===== config.mk =====
export PLATFORM = sky130hd
export DESIGN_NAME = mbs_decoder
export DESIGN_NICKNAME = d
export VERILOG_FILES = /design/src/logic/mbs_pkg.sv /design/src/logic/mbs_sel_if.sv /design/src/logic/mbs_decoder.sv /design/src/logic/mbs_boot_latch.sv
export SDC_FILE = /design/constraint.sdc
export NUM_CORES = 1
export LEC_CHECK = 0
export ABC_AREA = 1
export BUFFER_PORTS_ARGS = -buffer_cell sky130_fd_sc_hd__buf_2
export CORE_MARGIN = 8
export CORE_UTILIZATION = 40
export CTS_CLUSTER_DIAMETER = 80
export DETAILED_ROUTE_END_ITERATION = 12
export PLACE_DENSITY = 0.67
export RECOVER_POWER = 50
export SLEW_MARGIN = 20
export SYNTH_ARGS = -nofsm -noshare
export SYNTH_HDL_FRONTEND = slang
export SYNTH_SLANG_ARGS = --single-unit

===== constraint.sdc =====
create_clock -name ref_clk_in -period 3.51 [get_ports ref_clk_in]
set_clock_uncertainty 0.15 [all_clocks]
set_input_delay 0.1755 -clock ref_clk_in [delete_from_list [all_inputs] [get_ports ref_clk_in]]
set_output_delay 0.1755 -clock ref_clk_in [all_outputs]
set_load 0.02 [all_outputs]

===== src/logic/mbs_pkg.sv =====
// Purpose: constants and types for the memory map and boot select decoder
// Assumes: 32-bit byte addresses, one core clock
// Notes: region sizes are held as base and size pairs
package mbs_pkg;
  localparam logic [31:0] DIRECT_EXT0_BASE = 32'h0000_0000;
  localparam logic [31:0] DIRECT_EXT1_BASE = 32'h0100_0000;
  localparam logic [31:0] DIRECT_PROG_BASE = 32'h0140_0000;
  localparam logic [31:0] BOOT_PROG_BASE = 32'h0000_0000;
  localparam logic [31:0] BOOT_EXT0_BASE = 32'h0040_0000;
  localparam logic [31:0] BOOT_EXT1_BASE = 32'h0140_0000;
  localparam logic [31:0] PERIPH_BASE = 32'h0180_0000;
  localparam logic [31:0] EXT2_BASE = 32'h0200_0000;
  localparam logic [31:0] EXT3_BASE = 32'h0300_0000;
  localparam logic [31:0] DATA_BASE = 32'h8000_0000;
  localparam logic [31:0] UNIFIED_BASE = 32'h0000_0000;
  localparam logic [31:0] SIZE_16M = 32'h0100_0000;
  localparam logic [31:0] SIZE_8M = 32'h0080_0000;
  localparam logic [31:0] SIZE_4M = 32'h0040_0000;
  localparam logic [31:0] SIZE_64K = 32'h0001_0000;
  localparam logic [31:0] PROG_SIZE = 32'h0001_0000;
  localparam logic [31:0] DATA_SIZE = 32'h0001_0000;
  localparam logic [31:0] DIRECT_FETCH_ADDR = 32'h0000_0000;
  localparam logic [31:0] INTERNAL_FETCH_ADDR = 32'h0000_0000;
  localparam int SEL_W = 5;
  localparam int MAP_BIT = 4;
  localparam logic [SEL_W-1:0] SEL_RESET = 5'h00;
  localparam logic [7:0] BOOT_LOAD_CYCLES = 8'h10;
  localparam logic [7:0] LOAD_CNT_RESET = 8'h00;
  localparam logic [1:0] SYNC_FILL_CYCLES = 2'h2;

  typedef enum logic [2:0] {
    MBS_REG_NONE = 3'h0,
    MBS_REG_PROG = 3'h1,
    MBS_REG_DATA = 3'h2,
    MBS_REG_EXT0 = 3'h3,
    MBS_REG_EXT1 = 3'h4,
    MBS_REG_EXT2 = 3'h5,
    MBS_REG_EXT3 = 3'h6,
    MBS_REG_PERIPH = 3'h7
  } mbs_region_t;

  typedef enum logic [1:0] {
    MBS_ST_RESET = 2'h0,
    MBS_ST_LOAD = 2'h1,
    MBS_ST_RUN = 2'h2
  } mbs_state_t;
endpackage


===== src/logic/mbs_sel_if.sv =====
// Purpose: carries the captured boot selection to the decoder
// Assumes: selection is stable after capture
// Notes: one producer, one consumer
`timescale 1ns/100ps
interface mbs_sel_if;
  logic [mbs_pkg::SEL_W-1:0] sel;
  logic captured;
  modport src (output sel, output captured);
  modport dst (input sel, input captured);
endinterface


===== src/logic/mbs_decoder.sv =====
// Purpose: memory map and boot select address decoder
// Assumes: one access presented per cycle, results one cycle later
// Notes: single_map_in picks the fixed unified map variant
`timescale 1ns/100ps
module mbs_decoder (
  input wire logic ref_clk_in,
  input wire logic reset_n_in,
  input wire logic pins_variant_in,
  input wire logic single_map_in,
  input wire logic [4:0] boot_select_pins_in,
  input wire logic [4:0] expansion_data_lines_in,
  input wire logic [4:0] host_port_data_lines_in,
  input wire logic access_valid_in,
  input wire logic [31:0] access_addr_in,
  input wire logic boot_load_done_in,
  output logic hit_valid_out,
  output logic [2:0] region_out,
  output logic [31:0] region_offset_out,
  output logic unified_ram_out,
  output logic unmapped_out,
  output logic boot_map_out,
  output logic [1:0] boot_process_out,
  output logic boot_load_out,
  output logic core_run_out,
  output logic [31:0] fetch_addr_out
);
  mbs_sel_if sel_bus ();

  // variant decides which lines are sampled
  // the variant straps are static, so this select never moves while
  // the synchroniser behind it is filling
  wire [4:0] raw_lines = single_map_in ? host_port_data_lines_in :
    (pins_variant_in ? boot_select_pins_in : expansion_data_lines_in);

  mbs_boot_latch mbs_boot_latch_inst (
    .ref_clk_in(ref_clk_in),
    .reset_n_in(reset_n_in),
    .lines_in(raw_lines),
    .sel_if(sel_bus)
  );

  wire captured = sel_bus.captured;
  // high selection bit chooses boot map on dual-map parts
  wire boot_map = !single_map_in && sel_bus.sel[mbs_pkg::MAP_BIT];
  // single map: only [4:3] chooses the boot process
  wire [1:0] boot_proc = single_map_in ? sel_bus.sel[4:3] :
    sel_bus.sel[1:0];
  // single map boots through a load unless process is zero
  wire boot_mode = single_map_in ? (boot_proc != 2'h0) : boot_map;

  wire [31:0] a = access_addr_in;

  function automatic logic in_rng(input logic [31:0] addr,
      input logic [31:0] base, input logic [31:0] size);
    logic [32:0] lim;
    lim = {1'b0, base} + {1'b0, size};
    in_rng = ({1'b0, addr} >= {1'b0, base}) && ({1'b0, addr} < lim);
  endfunction

  // common regions in both dual maps
  wire hit_periph = in_rng(a, mbs_pkg::PERIPH_BASE, mbs_pkg::SIZE_8M);
  wire hit_ext2 = in_rng(a, mbs_pkg::EXT2_BASE, mbs_pkg::SIZE_16M);
  wire hit_ext3 = in_rng(a, mbs_pkg::EXT3_BASE, mbs_pkg::SIZE_16M);
  wire hit_data = in_rng(a, mbs_pkg::DATA_BASE, mbs_pkg::DATA_SIZE);

  // direct map regions
  wire d_ext0 = in_rng(a, mbs_pkg::DIRECT_EXT0_BASE, mbs_pkg::SIZE_16M);
  wire d_ext1 = in_rng(a, mbs_pkg::DIRECT_EXT1_BASE, mbs_pkg::SIZE_4M);
  wire d_prog = in_rng(a, mbs_pkg::DIRECT_PROG_BASE, mbs_pkg::PROG_SIZE);

  // boot map regions; gap after program RAM is reserved
  wire b_prog = in_rng(a, mbs_pkg::BOOT_PROG_BASE, mbs_pkg::PROG_SIZE);
  wire b_ext0 = in_rng(a, mbs_pkg::BOOT_EXT0_BASE, mbs_pkg::SIZE_16M);
  wire b_ext1 = in_rng(a, mbs_pkg::BOOT_EXT1_BASE, mbs_pkg::SIZE_4M);

  // single map: unified RAM at zero whatever the boot
  wire u_ram = in_rng(a, mbs_pkg::UNIFIED_BASE, mbs_pkg::SIZE_64K);

  wire sel_prog = single_map_in ? 1'b0 : (boot_map ? b_prog : d_prog);
  wire sel_ext0 = !single_map_in && (boot_map ? b_ext0 : d_ext0);
  wire sel_ext1 = !single_map_in && (boot_map ? b_ext1 : d_ext1);
  wire sel_periph = hit_periph;
  wire sel_ext2 = !single_map_in && hit_ext2;
  wire sel_ext3 = !single_map_in && hit_ext3;
  wire sel_data = !single_map_in && hit_data;

  // regions are disjoint, so a priority chain gives exactly one
  mbs_pkg::mbs_region_t region_d;
  logic [31:0] base_d;
  always_comb begin
    region_d = mbs_pkg::MBS_REG_NONE;
    base_d = 32'h0000_0000;
    if (single_map_in && u_ram) begin
      region_d = mbs_pkg::MBS_REG_DATA;
      base_d = mbs_pkg::UNIFIED_BASE;
    end else if (sel_prog) begin
      region_d = mbs_pkg::MBS_REG_PROG;
      base_d = boot_map ? mbs_pkg::BOOT_PROG_BASE :
        mbs_pkg::DIRECT_PROG_BASE;
    end else if (sel_ext0) begin
      region_d = mbs_pkg::MBS_REG_EXT0;
      base_d = boot_map ? mbs_pkg::BOOT_EXT0_BASE :
        mbs_pkg::DIRECT_EXT0_BASE;
    end else if (sel_ext1) begin
      region_d = mbs_pkg::MBS_REG_EXT1;
      base_d = boot_map ? mbs_pkg::BOOT_EXT1_BASE :
        mbs_pkg::DIRECT_EXT1_BASE;
    end else if (sel_periph) begin
      region_d = mbs_pkg::MBS_REG_PERIPH;
      base_d = mbs_pkg::PERIPH_BASE;
    end else if (sel_ext2) begin
      region_d = mbs_pkg::MBS_REG_EXT2;
      base_d = mbs_pkg::EXT2_BASE;
    end else if (sel_ext3) begin
      region_d = mbs_pkg::MBS_REG_EXT3;
      base_d = mbs_pkg::EXT3_BASE;
    end else if (sel_data) begin
      region_d = mbs_pkg::MBS_REG_DATA;
      base_d = mbs_pkg::DATA_BASE;
    end
  end

  // anything else is reserved in the active map
  wire unmapped_d = region_d == mbs_pkg::MBS_REG_NONE;
  // accesses are only honoured once the map is fixed
  wire take = access_valid_in && captured;

  logic hit_valid_q;
  logic [2:0] region_q;
  logic [31:0] offset_q;
  logic unified_q;
  logic unmapped_q;

  always_ff @(posedge ref_clk_in or negedge reset_n_in) begin
    if (!reset_n_in) begin
      hit_valid_q <= 1'b0;
      region_q <= 3'h0;
      offset_q <= 32'h0000_0000;
      unified_q <= 1'b0;
      unmapped_q <= 1'b0;
    end else begin
      hit_valid_q <= take;
      if (take) begin
        region_q <= region_d;
        offset_q <= a - base_d;
        unified_q <= single_map_in && u_ram;
        unmapped_q <= unmapped_d;
      end
    end
  end

  // boot sequencer
  mbs_pkg::mbs_state_t state_q;
  mbs_pkg::mbs_state_t state_d;
  logic [7:0] load_cnt_q;
  // load ends on the loader's done, or a timeout for a stuck loader
  wire load_end = boot_load_done_in ||
    (load_cnt_q == mbs_pkg::BOOT_LOAD_CYCLES);

  always_comb begin
    state_d = state_q;
    case (state_q)
      mbs_pkg::MBS_ST_RESET: begin
        if (captured)
          state_d = boot_mode ? mbs_pkg::MBS_ST_LOAD :
            mbs_pkg::MBS_ST_RUN;
      end
      mbs_pkg::MBS_ST_LOAD: begin
        if (load_end)
          state_d = mbs_pkg::MBS_ST_RUN;
      end
      mbs_pkg::MBS_ST_RUN: state_d = mbs_pkg::MBS_ST_RUN;
      default: state_d = mbs_pkg::MBS_ST_RESET;
    endcase
  end

  // fetch start: zero when direct, external on dual-map parts, unified RAM on single map
  // internal zero after the load
  wire [31:0] fetch_d = boot_mode ? mbs_pkg::INTERNAL_FETCH_ADDR :
    mbs_pkg::DIRECT_FETCH_ADDR;

  logic boot_map_q;
  logic [1:0] boot_proc_q;
  logic load_q;
  logic run_q;
  logic [31:0] fetch_q;

  always_ff @(posedge ref_clk_in or negedge reset_n_in) begin
    if (!reset_n_in) begin
      state_q <= mbs_pkg::MBS_ST_RESET;
      load_cnt_q <= mbs_pkg::LOAD_CNT_RESET;
      boot_map_q <= 1'b0;
      boot_proc_q <= 2'h0;
      load_q <= 1'b0;
      run_q <= 1'b0;
      fetch_q <= 32'h0000_0000;
    end else begin
      state_q <= state_d;
      if (state_q == mbs_pkg::MBS_ST_LOAD && !load_end)
        load_cnt_q <= load_cnt_q + 8'h01;
      boot_map_q <= boot_map;
      boot_proc_q <= boot_proc;
      load_q <= state_d == mbs_pkg::MBS_ST_LOAD;
      run_q <= state_d == mbs_pkg::MBS_ST_RUN;
      fetch_q <= fetch_d;
    end
  end

  assign hit_valid_out = hit_valid_q;
  assign region_out = region_q;
  assign region_offset_out = offset_q;
  assign unified_ram_out = unified_q;
  assign unmapped_out = unmapped_q;
  assign boot_map_out = boot_map_q;
  assign boot_process_out = boot_proc_q;
  assign boot_load_out = load_q;
  assign core_run_out = run_q;
  assign fetch_addr_out = fetch_q;

  a_unmapped_none: assert property (
    @(posedge ref_clk_in) disable iff (!reset_n_in)
    hit_valid_out |-> (unmapped_out == (region_out == 3'h0)))
    else $error("unmapped flag disagrees with region");
  a_periph_both: assert property (
    @(posedge ref_clk_in) disable iff (!reset_n_in)
    (take && a[31:23] == 9'h003) |=> region_out == 3'h7)
    else $error("peripheral space not decoded");
  a_direct_ext0: assert property (
    @(posedge ref_clk_in) disable iff (!reset_n_in)
    (take && !boot_map && !single_map_in && a[31:24] == 8'h00)
      |=> region_out == 3'h3)
    else $error("direct map ext0 wrong");
  a_direct_prog: assert property (
    @(posedge ref_clk_in) disable iff (!reset_n_in)
    (take && !boot_map && !single_map_in && a[31:16] == 16'h0140)
      |=> region_out == 3'h1)
    else $error("direct map program RAM wrong");
  a_boot_reserved: assert property (
    @(posedge ref_clk_in) disable iff (!reset_n_in)
    (take && boot_map && a >= 32'h0001_0000 && a < 32'h0040_0000)
      |=> unmapped_out)
    else $error("boot map gap not reserved");
  a_boot_prog: assert property (
    @(posedge ref_clk_in) disable iff (!reset_n_in)
    (take && boot_map && a[31:16] == 16'h0000) |=> region_out == 3'h1)
    else $error("boot map program RAM wrong");
  a_ext2_common: assert property (
    @(posedge ref_clk_in) disable iff (!reset_n_in)
    (take && !single_map_in && a[31:24] == 8'h02) |=> region_out == 3'h5)
    else $error("ext2 space not decoded");
  a_ext3_common: assert property (
    @(posedge ref_clk_in) disable iff (!reset_n_in)
    (take && !single_map_in && a[31:24] == 8'h03) |=> region_out == 3'h6)
    else $error("ext3 space not decoded");
  a_data_common: assert property (
    @(posedge ref_clk_in) disable iff (!reset_n_in)
    (take && !single_map_in && a[31:16] == 16'h8000)
      |=> region_out == 3'h2 && !unified_ram_out)
    else $error("data RAM not decoded");
  a_unified_zero: assert property (
    @(posedge ref_clk_in) disable iff (!reset_n_in)
    (take && single_map_in && a[31:16] == 16'h0000) |=> unified_ram_out)
    else $error("unified RAM not at zero");
  a_single_unmapped: assert property (
    @(posedge ref_clk_in) disable iff (!reset_n_in)
    (take && single_map_in && a[31:16] != 16'h0000 &&
      a[31:23] != 9'h003) |=> unmapped_out)
    else $error("single map reserved space not flagged");
  a_run_after_load: assert property (
    @(posedge ref_clk_in) disable iff (!reset_n_in)
    $rose(core_run_out) && boot_mode |-> $past(boot_load_out))
    else $error("boot mode ran without loading");
  a_direct_fetch: assert property (
    @(posedge ref_clk_in) disable iff (!reset_n_in)
    (core_run_out && !boot_mode) |-> fetch_addr_out == 32'h0000_0000 &&
      !boot_load_out)
    else $error("direct fetch address wrong");
  a_load_bounded: assert property (
    @(posedge ref_clk_in) disable iff (!reset_n_in)
    $rose(boot_load_out) |-> ##[1:20] core_run_out)
    else $error("boot load never finished");
  a_map_held: assert property (
    @(posedge ref_clk_in) disable iff (!reset_n_in)
    $past(core_run_out) |-> $stable(boot_map_out) &&
      $stable(boot_process_out))
    else $error("map or boot process changed while running");

  c_boot_load: cover property (@(posedge ref_clk_in)
    $rose(boot_load_out));
  c_direct_run: cover property (@(posedge ref_clk_in)
    $rose(core_run_out) && !boot_mode);
  c_unmapped: cover property (@(posedge ref_clk_in)
    hit_valid_out && unmapped_out);
  c_data_hit: cover property (@(posedge ref_clk_in)
    hit_valid_out && region_out == 3'h2);
  c_load_timeout: cover property (@(posedge ref_clk_in)
    boot_load_out && load_cnt_q == mbs_pkg::BOOT_LOAD_CYCLES);
endmodule


===== src/logic/mbs_boot_latch.sv =====
// Purpose: catch the boot selection lines once, at reset release
// Assumes: lines are held static by pull resistors around reset
// Notes: lines come from pins, so they pass two flops first
`timescale 1ns/100ps
module mbs_boot_latch (
  input wire logic ref_clk_in,
  input wire logic reset_n_in,
  input wire logic [mbs_pkg::SEL_W-1:0] lines_in,
  mbs_sel_if.src sel_if
);
  logic [mbs_pkg::SEL_W-1:0] sync1_q;
  logic [mbs_pkg::SEL_W-1:0] sync2_q;
  logic [mbs_pkg::SEL_W-1:0] sel_q;
  logic captured_q;

  always_ff @(posedge ref_clk_in or negedge reset_n_in) begin
    if (!reset_n_in) begin
      sync1_q <= mbs_pkg::SEL_RESET;
      sync2_q <= mbs_pkg::SEL_RESET;
    end else begin
      sync1_q <= lines_in;
      sync2_q <= sync1_q;
    end
  end

  // capture happens once the synchroniser has filled: on the third edge
  logic [1:0] fill_q;
  wire fill_done = fill_q == mbs_pkg::SYNC_FILL_CYCLES;

  always_ff @(posedge ref_clk_in or negedge reset_n_in) begin
    if (!reset_n_in) begin
      fill_q <= 2'h0;
      sel_q <= mbs_pkg::SEL_RESET;
      captured_q <= 1'b0;
    end else begin
      if (!fill_done)
        fill_q <= fill_q + 2'h1;
      // once captured, held until the next reset
      if (fill_done && !captured_q) begin
        sel_q <= sync2_q;
        captured_q <= 1'b1;
      end
    end
  end

  assign sel_if.sel = sel_q;
  assign sel_if.captured = captured_q;

  a_sel_held_stable: assert property (
    @(posedge ref_clk_in) disable iff (!reset_n_in)
    $past(captured_q) |-> $stable(sel_q))
    else $error("boot selection changed after capture");
endmodule


# After elaboration in Yosys (flattened, before gate mapping)
# Cells that the tools add are included.
# W data, S select, Z words.
# word_totals
reg_bits,71
rom_bits,0
latch_bits,0
ramBits,0
mem_count,0
in_bits,53
# classes
eq_ne,6
bitwise_logic,0
magnitude_cmp,16
n_div,0
shifts,0
n_addsub,3
mul,0
mux,31
reduce_logical,25
# op_table
op,count
$mux W32,8
$lt A32 B25 Y1 const B,4
$ge A32 B25 Y1 const B,3
$ge A32 B26 Y1 const B,2
$lt A32 B26 Y1 const B,2
$mux W23,2
$ge A32 B23 Y1 const B,1
$ge A32 B32 Y1 const B,1
$lt A32 B17 Y1 const B,1
$lt A32 B27 Y1 const B,1
$lt A32 B32 Y1 const B,1
$sub A32 B32 Y32,1
$mux W25,1
$mux W3,7
$logic_and A1 B1 Y1,18
$mux W2,5
$mux W5,2
$add A8 B1 Y8 const B,1
$eq A8 B5 Y1 const B,1
$eq A2 B2 Y1 const B,3
$pmux W2 S3,1
$mux W1,5
$eq A2 B1 Y1 const B,2
$logic_not A1 Y1,3
5 further kinds,5

# Logic depth before layout (Yosys ltp)
# Gate-level depths: netlist (run 1).
# depth
depth_word,12
depth_mapped,18

# Hierarchy
# From an unflattened synthesis (run 1), not the netlist that was laid out.
# unflattened
cells_unflattened,441
area_unflattened_um2,3667.3
# by_module_without_submodules
mod,instances,area_per_inst_um2,seq_area_each_um2,cells_per_inst
mbs_decoder,1,3090.5,1326.3,399
mbs_boot_latch,1,576.8,450.4,42

# Worst setup path after synthesis (run 1)
# No wires, ideal clock.
# synth_timing
kind,register -> register
from,reg mbs_boot_latch_inst.sel_q (netlist bit mbs_boot_latch_inst.sel_if.sel[4])
to,reg offset_q[28] (netlist: region_offset_out[28])
arrival_ns,2.226
stages_incl_launch_ff,14
period_less_slack_ns,2.459
slack_ns,1.051
n_path_buf,0
setup_time_ns,0.083
path_cell_list,dfrtp_1 -> inv_1 -> nor2_1 -> nand2_1 -> nand3_2 -> nand3_1 -> o211ai_1 -> inv_2 -> ha_1 -> fa_1 -> o21ai_0 -> nor2_1 -> xnor2_1 -> o21ai_0
# synth_via
elab_chain_len,8
elab_cells_between_ends,15
classes_between,add/sub: 1; mux: 11; reduce/logical: 3
# synth_rtl
element,line,text
"start, declared",mbs_boot_latch.sv:13,logic [mbs_pkg::SEL_W-1:0] sel_q;
"start signal, assigned",mbs_boot_latch.sv:33,sel_q <= mbs_pkg::SEL_RESET;
"start signal, assigned",mbs_boot_latch.sv:40,sel_q <= sync2_q;
$logic_and A1 B1 Y1 *,mbs_decoder.sv:44,wire boot_map = !single_map_in && sel_bus.sel[mbs_pkg::MAP_BIT];
named net boot_map,mbs_decoder.sv:44,
$mux W1,mbs_decoder.sv:81,wire sel_ext1 = !single_map_in && (boot_map ? b_ext1 : d_ext1);
$logic_and A1 B1 Y1,mbs_decoder.sv:81,
$mux W32,mbs_decoder.sv:104,end else if (sel_ext1) begin
$mux W32,mbs_decoder.sv:100,end else if (sel_ext0) begin
$mux W32 *,mbs_decoder.sv:96,end else if (sel_prog) begin
$mux W32 *,mbs_decoder.sv:93,if (single_map_in && u_ram) begin
$sub A32 B32 Y32 *,mbs_decoder.sv:145,offset_q <= a - base_d;
"end signal, assigned",mbs_decoder.sv:145,
"end, declared",mbs_decoder.sv:130,logic [31:0] offset_q;
# Mark *: on every way through the listed nets, which the timed path passes. The rest lies on a longest branch.
# A chain may end at the register's enable or synchronous reset.

# Final worst setup path (run 1)
# layout_timing
from,in access_addr_in[20]
to,reg offset_q[28] (netlist: region_offset_out[28])
# layout_via
elab_chain_len,11
elab_cells_between_ends,38
classes_between,add/sub: 1; order compare: 14; mux: 11; reduce/logical: 12
# layout_rtl
element,line,text
"start, declared",mbs_decoder.sv:14,"input wire logic [31:0] access_addr_in,"
$ge A32 B26 Y1 or $lt A32 B27 Y1 (tied branches),mbs_decoder.sv:57,"in_rng = ({1'b0, addr} >= {1'b0, base}) && ({1'b0, addr} < lim);"
$logic_and A1 B1 Y1,mbs_decoder.sv:57,
$logic_and A1 B1 Y1,mbs_decoder.sv:84,wire sel_ext3 = !single_map_in && hit_ext3;
$mux W32,mbs_decoder.sv:114,end else if (sel_ext3) begin
$mux W32,mbs_decoder.sv:111,end else if (sel_ext2) begin
$mux W32,mbs_decoder.sv:108,end else if (sel_periph) begin
$mux W32,mbs_decoder.sv:104,
$mux W32,mbs_decoder.sv:100,
$mux W32,mbs_decoder.sv:96,
$mux W32,mbs_decoder.sv:93,
$sub A32 B32 Y32 *,mbs_decoder.sv:145,
# Mark *: on every way between the ends. The rest lies on a longest branch, timed or not.

==> results of run 1 <==
state kept, by name (all words and copies together) (netlist names):
name,cells
core_run_out,1
region_out,3
mbs_boot_latch_inst.sync2_q,4
boot_load_out,1
boot_map_out,1
state_q,2
load_cnt_q,8
mbs_boot_latch_inst.sel_if.sel,4
mbs_boot_latch_inst.fill_q,2
mbs_boot_latch_inst.sel_if.captured,1
mbs_boot_latch_inst.sync1_q,4
hit_valid_out,1
boot_process_out,2
unified_ram_out,1
unmapped_out,1
region_offset_out,32
routing by layer:
layer	vias up	track usage
met5	-	0
met4	0	0.0588
met3	12	0.0363
met2	103	0.237
met1	1345	0.177
li1	1492	-
placed cells by master, fill, tap and decap left out, types with 4 or more instances in the layout:
master | Yosys | layout
conb_1 | 1 | 32
nand3_1 | 16 | 16
nor3_1 | 4 | 4
nor2_2 | 6 | 5
nor2_4 | 7 | 7
clkbuf_8 | 0 | 9
dlygate4sd3_1 | 0 | 33
nor2_1 | 34 | 35
inv_2 | 4 | 4
clkbuf_1 | 6 | 47
nand2_1 | 127 | 127
nand4_1 | 7 | 7
a21oi_1 | 13 | 13
a31oi_1 | 4 | 4
ha_1 | 7 | 7
o21ai_0 | 13 | 13
inv_1 | 28 | 28
buf_2 | 2 | 47
dfrtp_1 | 68 | 68
xor2_1 | 8 | 8
metrics by stage:
step | hold slack [ns] | area, um2 | cells
floorplan | -0.270 | 3610 | 443
global placement | 0.0305 | 3950 | 605
detailed placement | 0.0407 | 3950 | 605
CTS | 0.0184 | 4460 | 654
global route | 0.0616 | 4400 | 654
finish | 0.0446 | 4400 | 654
final timing paths:
path                                                             to  slack, ns  cells after the start
hold reg to reg            mbs_boot_latch_inst.sync2_q[1]$_DFF_PN0_       0.20                      0
hold / removal                    region_offset_out[28]$_DFFE_PN0P_       0.04                      3
max in group asynchronous             boot_process_out[0]$_DFF_PN0_       1.47                      3
min in group asynchronous         region_offset_out[16]$_DFFE_PN0P_       0.50                      2
setup reg to reg                  region_offset_out[28]$_DFFE_PN0P_       0.62                     13
setup / recovery                  region_offset_out[28]$_DFFE_PN0P_       0.38                     14
repair_timing:
| action | in CTS | in global routing |
|---|---|---|
| hold buffers | 33 | 0 |
| buffers inserted | 0 | 0 |
| endpoints found under the hold margin | 51 | 0 |
logic make-up (layout without fill, tap and decap cells):
| group | Yosys count | after routing | synth area share |
|---|---|---|---|
| fa+ha+maj | 8 | 8 | 0.0308 |
| buf+inv | 74 | 177 | 0.116 |
| simple gates | 213 | 213 | 0.275 |
| other cells | 1 | 32 | 0.00107 |
| xor+xnor | 11 | 11 | 0.0276 |
| flops | 68 | 68 | 0.487 |
| compound gates | 34 | 34 | 0.0533 |
| mux | 3 | 3 | 0.00966 |
power by group through the flow:
stage                     clock network [W]  registers [W]  logic (W)
after floorplan                           0       0.000929   0.000155
after global placement                    0       0.000874   0.000299
after detailed placement                  0       0.000876   0.000304
after CTS                          0.000646       0.000861   0.000336
after global routing               0.000676       0.000869   0.000356
final                              0.000615       0.000863   0.000320
area by class of cell:
| cell class | instances | area share |
|---|---|---|
| sequential | 68 | 0.387 |
| multi-input combinational | 301 | 0.341 |
| timing repair buffer | 128 | 0.172 |
| tap | 108 | 0.0307 |
| clock buffer | 11 | 0.0298 |
| inverter | 33 | 0.0281 |
| clock inverter | 5 | 0.0119 |
critical path, stage by stage:
cell	delay (ns)
dlygate4sd3_1	0.53
buf_2	0.13
nor2_1	0.21
nand2_1	0.09
nor2_1	0.25
nand2_2	0.11
o211ai_1	0.25
inv_2	0.05
ha_1	0.21
fa_1	0.40
o21ai_0	0.41
nor2_1	0.14
xnor2_1	0.14
o21ai_0	0.14
==> impl_metrics.env, run 1 <==
export IMPL_vias=2952
export IMPL_grt_pass1_vias=2989
export IMPL_layout_nets=602
export IMPL_grt_pass1_wl_mm=13.8
export IMPL_clk_pin_slew_ns=0.07
export IMPL_synth_top_area_cell="dfrtp_1"
export IMPL_r2r_start="mbs_boot_latch_inst.sel_if.sel[4]$_DFFE_PN0P_"
export IMPL_hpwl_mm=6.12
export IMPL_drt_iter0_drc=109
export IMPL_multi_input_area_um2=1500
export IMPL_synth_edf_count=0
export IMPL_cp_start_kind="primary input"
export IMPL_cp_max_fo=4
export IMPL_areaGrowthSynthToFinish_pct=25.9
export IMPL_critPathKind="primary input to flip-flop"
export IMPL_final_antenna_net_count=0
export IMPL_place_congestion=0.849
export IMPL_slew_headroom=0.136
export IMPL_layout_setup_ws_ns=0.379
export IMPL_ys_flop_type="dfrtp_1"
export IMPL_port_buffers=92
export IMPL_synth_warnings=0
export IMPL_clock_fmax_mhz=319
export IMPL_fillers=848
export IMPL_cts_root_buffer="clkbuf_8"
export IMPL_min_period_ns=3.13
export IMPL_arrival_ns=3.24
export IMPL_post_route_period_util=0.892
export IMPL_drc=0
export IMPL_end_kind="flip-flop"
export IMPL_grt_setup_unrepaired="false"
export IMPL_sw_frac_of_total=0.295
export IMPL_wl_mm=8.46
export IMPL_grt_max_degree=46
export IMPL_io_pins=128
export IMPL_initial_core_util=0.407
export IMPL_tightest_slew_ns=1.30
export IMPL_antenna_found_initial=0
export IMPL_core_area_um2=8590
export IMPL_row_count=34
export IMPL_syn_avg_cell_area_um2=8.49
export IMPL_synthTopCellsByCount="127 x nand2_1, 68 x dfrtp_1, 34 x nor2_1"
export IMPL_synth_async_reset_ratio=1.00
export IMPL_htreeDepth=3
export IMPL_net_switching_power_w=0.000531
export IMPL_seq_area_frac_synth=0.487
export IMPL_leakage_nw=2.23
export IMPL_slew_violations=0
export IMPL_synthTopCellsByArea="dfrtp_1 49%, nand2_1 14%, buf_4 7.1%"
export IMPL_critPathLaunch="access_addr_in[20]"
export IMPL_wl_met2_mm=4.11
export IMPL_antennaDiodeCount=0
export IMPL_hold_viol_final=0
export IMPL_grt_util_all_layers=0.144
export IMPL_clock_sinks=68
export IMPL_total_power_w=0.00180
export IMPL_yosysUniqueCellTypes=32
export IMPL_grt_ovfl_total=0
export IMPL_cts_buffer_depth=2
export IMPL_cts_buffers=9
export IMPL_die_h_um=109
export IMPL_via_per_inst=4.51
export IMPL_post_cts_resize_count=0
export IMPL_maxCapViolations=0
export IMPL_power_per_cell_area_nw_per_um2=408
export IMPL_dp_worst_setup_slack_ns=0.641
export IMPL_met3_length_um=717
export IMPL_syn_inst=412
export IMPL_top_layer_used="met4"
export IMPL_final_setup_viol_count=0
export IMPL_setup_tns_ns=0
export IMPL_syn_area_um2=3500
export IMPL_synth_top_area_frac=0.487
export IMPL_seq_area_um2=1700
export IMPL_p_comb_frac=0.178
export IMPL_synth_most_common_cell="nand2_1"
export IMPL_die_area_um2=12000
export IMPL_die_w_um=109
export IMPL_drt_met1_wl_mm=3.51
export IMPL_tritoncts="built"
export IMPL_p_clk_frac=0.342
export IMPL_wl_per_cell_um=12.9
export IMPL_synth_ff_latch_count=68
export IMPL_dr_pass1_iters=4
export IMPL_intPower_w=0.00127
export IMPL_ir_drop_uv=156
export IMPL_min_from="access_addr_in[28]"
export IMPL_utilization=0.512
export IMPL_clk_latency_ns=0.34
export IMPL_drive_gt1_frac=0.170
export IMPL_p_seq_frac=0.480
export IMPL_status="finished, final reports clean"
export IMPL_hp_class="primary input to flip-flop"
export IMPL_required_ns=3.62
(Power assumes the default switching activity.)
==> run 2, diff against run 1 <==
- BUFFER_PORTS_ARGS: -buffer_cell sky130_fd_sc_hd__buf_2 -> -buffer_cell sky130_fd_sc_hd__clkbuf_2
==> run 2 against run 1 <==
Die area unchanged. Clock power increased by 15%. Largest power group unchanged. Wire length increased by 4.2%.
==> impl_metrics.env, run 2 (same netlist as run 1, synthesis figures left out) <==
export IMPL_clk_latency_ns=0.35
export IMPL_areaGrowthSynthToFinish_pct=26.6
export IMPL_antennaDiodeCount=0
export IMPL_critPathLaunch="access_addr_in[20]"
export IMPL_place_congestion=0.846
export IMPL_grt_pass1_vias=3024
export IMPL_critPathKind="primary input to flip-flop"
export IMPL_grt_pass1_wl_mm=14.0
export IMPL_r2r_start="mbs_boot_latch_inst.sel_if.sel[4]$_DFFE_PN0P_"
export IMPL_slew_violations=0
export IMPL_vias=3018
export IMPL_status="finished, final reports clean"
export IMPL_end_kind="flip-flop"
export IMPL_tightest_slew_ns=1.01
export IMPL_htreeDepth=3
export IMPL_cp_max_fo=4
export IMPL_drive_gt1_frac=0.174
export IMPL_grt_ovfl_total=0
export IMPL_grt_setup_unrepaired="false"
export IMPL_final_common_cell="nand2_1"
export IMPL_layout_common_cells="127 x nand2_1, 68 x dfrtp_1, 47 x clkbuf_2, 46 x clkbuf_1, 34 x nor2_1"
export IMPL_drc=0
export IMPL_final_antenna_net_count=0
export IMPL_layout_nets=601
export IMPL_dr_pass1_iters=4
export IMPL_wl_per_cell_um=13.5
export IMPL_leakage_nw=2.24
export IMPL_die_w_um=109
export IMPL_grt_max_degree=50
export IMPL_required_ns=3.62
export IMPL_clock_fmax_mhz=330
export IMPL_hold_viol_final=0
export IMPL_clock_sinks=68
export IMPL_die_area_um2=12000
export IMPL_setup_tns_ns=0
export IMPL_cts_root_buffer="clkbuf_8"
export IMPL_cp_start_kind="primary input"
export IMPL_tritoncts="built"
export IMPL_row_count=34
export IMPL_power_per_cell_area_nw_per_um2=428
export IMPL_io_pins=128
export IMPL_arrival_ns=3.14
export IMPL_post_route_period_util=0.862
export IMPL_utilization=0.515
export IMPL_cts_buffers=9
export IMPL_largest_reg_flops=32
export IMPL_drt_iter0_drc=97
export IMPL_ir_drop_uv=147
export IMPL_hp_class="primary input to flip-flop"
export IMPL_initial_core_util=0.407
export IMPL_port_buffers=92
export IMPL_hpwl_mm=6.37
export IMPL_final_setup_viol_count=0
export IMPL_wl_mm=8.82
export IMPL_maxCapViolations=0
export IMPL_clk_pin_slew_ns=0.07
export IMPL_grt_util_all_layers=0.148
export IMPL_via_per_inst=4.62
export IMPL_cts_buffer_depth=2
export IMPL_min_from="access_addr_in[29]"
export IMPL_min_period_ns=3.03
export IMPL_core_area_um2=8590
export IMPL_slew_headroom=0.327
export IMPL_die_h_um=109
export IMPL_antenna_found_initial=0
run 2: cell count changes in the layout (fill, tap and decap cells not counted):
cell,before,now
buf_2,47,0
clkbuf_2,0,47
clkinv_2,3,1
bufinv_16,1,2
clkbuf_1,47,46
clkinv_4,0,1
clkinvlp_4,1,2
dlygate4sd3_1,33,32
nor2_1,35,34
nor2_2,5,6
run 2: final timing paths:
check | endpoint | slack [ns] | cells after the start
worst max-delay path | region_offset_out[28]$_DFFE_PN0P_ | 0.48 | 14
worst min-delay path | region_offset_out[29]$_DFFE_PN0P_ | 0.01 | 4
worst max register to register | region_offset_out[28]$_DFFE_PN0P_ | 0.60 | 13
worst min register to register | mbs_boot_latch_inst.sync2_q[0]$_DFF_PN0_ | 0.21 | 0
max in group asynchronous | load_cnt_q[7]$_DFFE_PN0P_ | 1.67 | 3
min in group asynchronous | load_cnt_q[2]$_DFFE_PN0P_ | 0.36 | 2
run 2: where the power goes:
group          switching, W  leakage [nW]  internal, W  total (W)
combinational      0.000218          1.34     0.000104   0.000322
sequential        0.0000259         0.799     0.000837   0.000863
clock              0.000309         0.102     0.000400   0.000709
total              0.000553          2.24      0.00134    0.00189
run 2: repair_timing:
| action | 4_1_cts | 5_1_grt |
|---|---|---|
| endpoints found under the hold margin | 46 | 0 |
| hold buffers | 32 | 0 |
| gates resized for setup | 0 | 0 |
| buffers inserted | 0 | 0 |
run 2: metal layers:
metal  routed length [um]  vias up  track usage
met5                    0        -            0
met2                 4330       86        0.246
li1                     -     1496            -
met3                  603       16       0.0404
met4                  181        0       0.0656
met1                 3700     1420        0.175
run 2: cell type report:
class	instances	area [um2]
Sequential cell	68	1700
Inverter	33	124
Tap cell	108	135
Clock buffer	10	128
Clock inverter	6	88.8
Multi-Input combinational cell	301	1500
Timing Repair Buffer	127	747
Fill cell	846	4170
run 2: worst max-delay path, cell delays in order:
cell	delay, ns
dlygate4sd3_1	0.54
clkbuf_2	0.11
nor2_1	0.22
nand2_1	0.10
nor2_2	0.17
nand2_2	0.10
o211ai_1	0.22
inv_2	0.06
ha_1	0.21
fa_1	0.40
o21ai_0	0.40
nor2_1	0.13
xnor2_1	0.14
o21ai_0	0.16
run 2: stage by stage:
stage / setup slack [ns] / cell area, um2 / hold WS [ns] / total power [W] / cells
floorplan: 1.05 / 3610 / -0.270 / 0.00108 / 443
finish: 0.484 / 4430 / 0.0147 / 0.00189 / 653
global placement: 0.712 / 3950 / -0.0105 / 0.00117 / 605
global route: 0.242 / 4430 / 0.0489 / 0.00199 / 653
CTS: 0.484 / 4490 / 0.00348 / 0.00193 / 653
detailed placement: 0.593 / 3950 / -0.00869 / 0.00118 / 605
==> run 3, diff against run 2 <==
- CORE_UTILIZATION: 40 -> 50
- PLACE_DENSITY: 0.67 -> 0.81
==> run 3 against run 2 <==
Worst setup slack worse by 0.12 ns. Maximum frequency is 3.7% lower. First-iteration DRC count grew 76%. Via count down 0.17%. Non-clock buffer count increased by 1. Die area is 17% lower. Worst hold slack gained 0.0063 ns. Total power about the same. Register-to-register slack worse by 0.10 ns. Sequential power is essentially flat. Clock power down 1%. Wire length decreased by 1.1%. Critical path type unchanged. Critical endpoint is now region_offset_out[30]$_DFFE_PN0P_.
==> impl_metrics.env, run 3 (same netlist as run 1, synthesis figures left out) <==
export IMPL_holdPathStages=4
export IMPL_cts_root_buffer="clkbuf_8"
export IMPL_grt_max_degree=40
export IMPL_die_area_um2=9920
export IMPL_layout_cells_non_filler=642
export IMPL_worstReg2RegEnd="region_offset_out[30]$_DFFE_PN0P_"
export IMPL_cp_max_fo=4
export IMPL_clock_fmax_mhz=318
export IMPL_reg2reg_depth=14
export IMPL_tightest_slew_ns=1.24
export IMPL_antennaDiodeCount=0
export IMPL_core_area_um2=6790
export IMPL_hp_class="primary input to flip-flop"
export IMPL_ir_drop_uv=178
export IMPL_place_congestion=0.897
export IMPL_clock_sinks=68
export IMPL_drive_gt1_frac=0.231
export IMPL_end_kind="flip-flop"
export IMPL_clk_pin_slew_ns=0.07
export IMPL_min_from="access_addr_in[29]"
export IMPL_setup_tns_ns=0
export IMPL_die_h_um=99.6
export IMPL_total_power_w=0.00190
export IMPL_io_pins=128
export IMPL_placed_cells=594
export IMPL_cp_start_kind="primary input"
export IMPL_grt_util_all_layers=0.183
export IMPL_layout_setup_ws_ns=0.367
export IMPL_tritoncts="built"
export IMPL_die_w_um=99.6
export IMPL_slew_violations=0
export IMPL_cts_buffers=9
export IMPL_grt_pass1_vias=3137
export IMPL_layout_common_cells="127 x nand2_1, 78 x clkbuf_2, 68 x dfrtp_1, 34 x nor2_1"
export IMPL_dr_pass1_iters=6
export IMPL_worstPathCellList="dlygate4sd3_1 > clkbuf_2 > nor2_1 > nand2_1 > nor2_2 > nand2_2 > o211ai_1 > inv_2 > ha_1 > fa_1 > o21ai_1 > nor2_1 > a21oi_1 > o21ai_0 > nand2_1"
export IMPL_drt_iter0_drc=171
export IMPL_port_buffers=92
export IMPL_post_route_period_util=0.896
export IMPL_dp_worst_setup_slack_ns=0.601
export IMPL_hpwl_mm=6.23
export IMPL_cts_buffer_depth=2
export IMPL_worst_r2r_setup_slack_ns=0.50
export IMPL_initial_core_util=0.515
export IMPL_row_count=30
export IMPL_arrival_ns=3.27
export IMPL_via_per_inst=4.69
export IMPL_critPathKind="primary input to flip-flop"
export IMPL_slew_headroom=0.172
export IMPL_drc=0
export IMPL_grt_setup_unrepaired="false"
export IMPL_clk_latency_ns=0.34
export IMPL_maxCapViolations=0
export IMPL_wl_mm=8.72
export IMPL_worstHoldEndpoint="region_offset_out[29]$_DFFE_PN0P_"
export IMPL_htreeDepth=3
export IMPL_cpPeakStageDelay_ns=0.53
export IMPL_grt_pass1_wl_mm=14.7
export IMPL_wl_per_cell_um=13.6
export IMPL_grt_ovfl_total=0
export IMPL_multi_input_area_um2=1510
export IMPL_layout_nets=602
export IMPL_final_setup_viol_count=0
export IMPL_hold_viol_final=0
export IMPL_min_period_ns=3.14
export IMPL_seq_area_um2=1700
export IMPL_postCtsSetupRepairBufs=0
export IMPL_status="finished, final reports clean"
export IMPL_leakage_nw=2.34
export IMPL_required_ns=3.64
export IMPL_vias=3013
export IMPL_cp_slowest_cell="dlygate4sd3_1"
export IMPL_power_per_cell_area_nw_per_um2=425
export IMPL_fillers=588
export IMPL_largest_reg_flops=32
export IMPL_antenna_found_initial=0
export IMPL_utilization=0.656
export IMPL_final_common_cell="nand2_1"
export IMPL_r2r_start="mbs_boot_latch_inst.sel_if.sel[4]$_DFFE_PN0P_"
export IMPL_areaGrowthSynthToFinish_pct=27.5
export IMPL_final_antenna_net_count=0
## run 3: metal layers
metal | global-route usage | wire [um] | vias up
li1 | - | - | 1491
met1 | 0.213 | 3740 | 1410
met5 | 0 | 0 | -
met3 | 0.0552 | 578 | 13
met4 | 0.0629 | 120 | 0
met2 | 0.310 | 4280 | 99
## run 3: repair_timing
action	in CTS	in global routing
gates resized for setup	0	1
hold endpoints to repair	77	0
hold buffers	32	0
endpoints found under the setup margin	0	1
## run 3: how the worst max path moves through the flow
stage | from | to | slack [ns] | cells past startpoint
finish | access_addr_in[20] | region_offset_out[30]$_DFFE_PN0P_ | 0.37 | 15
global route | access_addr_in[27] | region_offset_out[30]$_DFFE_PN0P_ | 0.17 | 17
CTS | access_addr_in[27] | region_offset_out[30]$_DFFE_PN0P_ | 0.31 | 17
detailed placement | single_map_in | region_offset_out[30]$_DFFE_PN0P_ | 0.60 | 14
global placement | single_map_in | region_offset_out[30]$_DFFE_PN0P_ | 0.70 | 14
floorplan | mbs_boot_latch_inst.sel_if.sel[4]$_DFFE_PN0P_ | region_offset_out[28]$_DFFE_PN0P_ | 1.05 | 13
## run 3: through the flow
stage	cell area [um2]	hold slack, ns
4_1_cts	4520	0.0141
2_1_floorplan	3610	-0.270
6_report	4460	0.0210
5_1_grt	4460	0.0318
3_3_place_gp	3930	0.182
3_5_place_dp	3980	-0.0748
## run 3: power breakdown
group	total [W]	switching (W)	internal, W
registers	0.000862	0.0000250	0.000837
logic	0.000333	0.000221	0.000112
clock network	0.000700	0.000296	0.000405
total	0.00190	0.000541	0.00135
## run 3: layout make-up
| type | instances | share of cell area |
|---|---|---|
| clock buffers | 13 | 0.0402 |
| clock inverters | 3 | 0.00955 |
| well taps | 96 | 0.0270 |
| multi-input cells | 301 | 0.338 |
| flip-flops and latches | 68 | 0.382 |
| repair buffers | 128 | 0.176 |
| inverters | 33 | 0.0278 |
## run 3: worst max-delay path: cells and delay by family
kind	cells	cell delay (ns)
simple gates	6	0.87
buf+inv	3	0.70
compound gates	4	0.89
fa+ha+maj	2	0.62
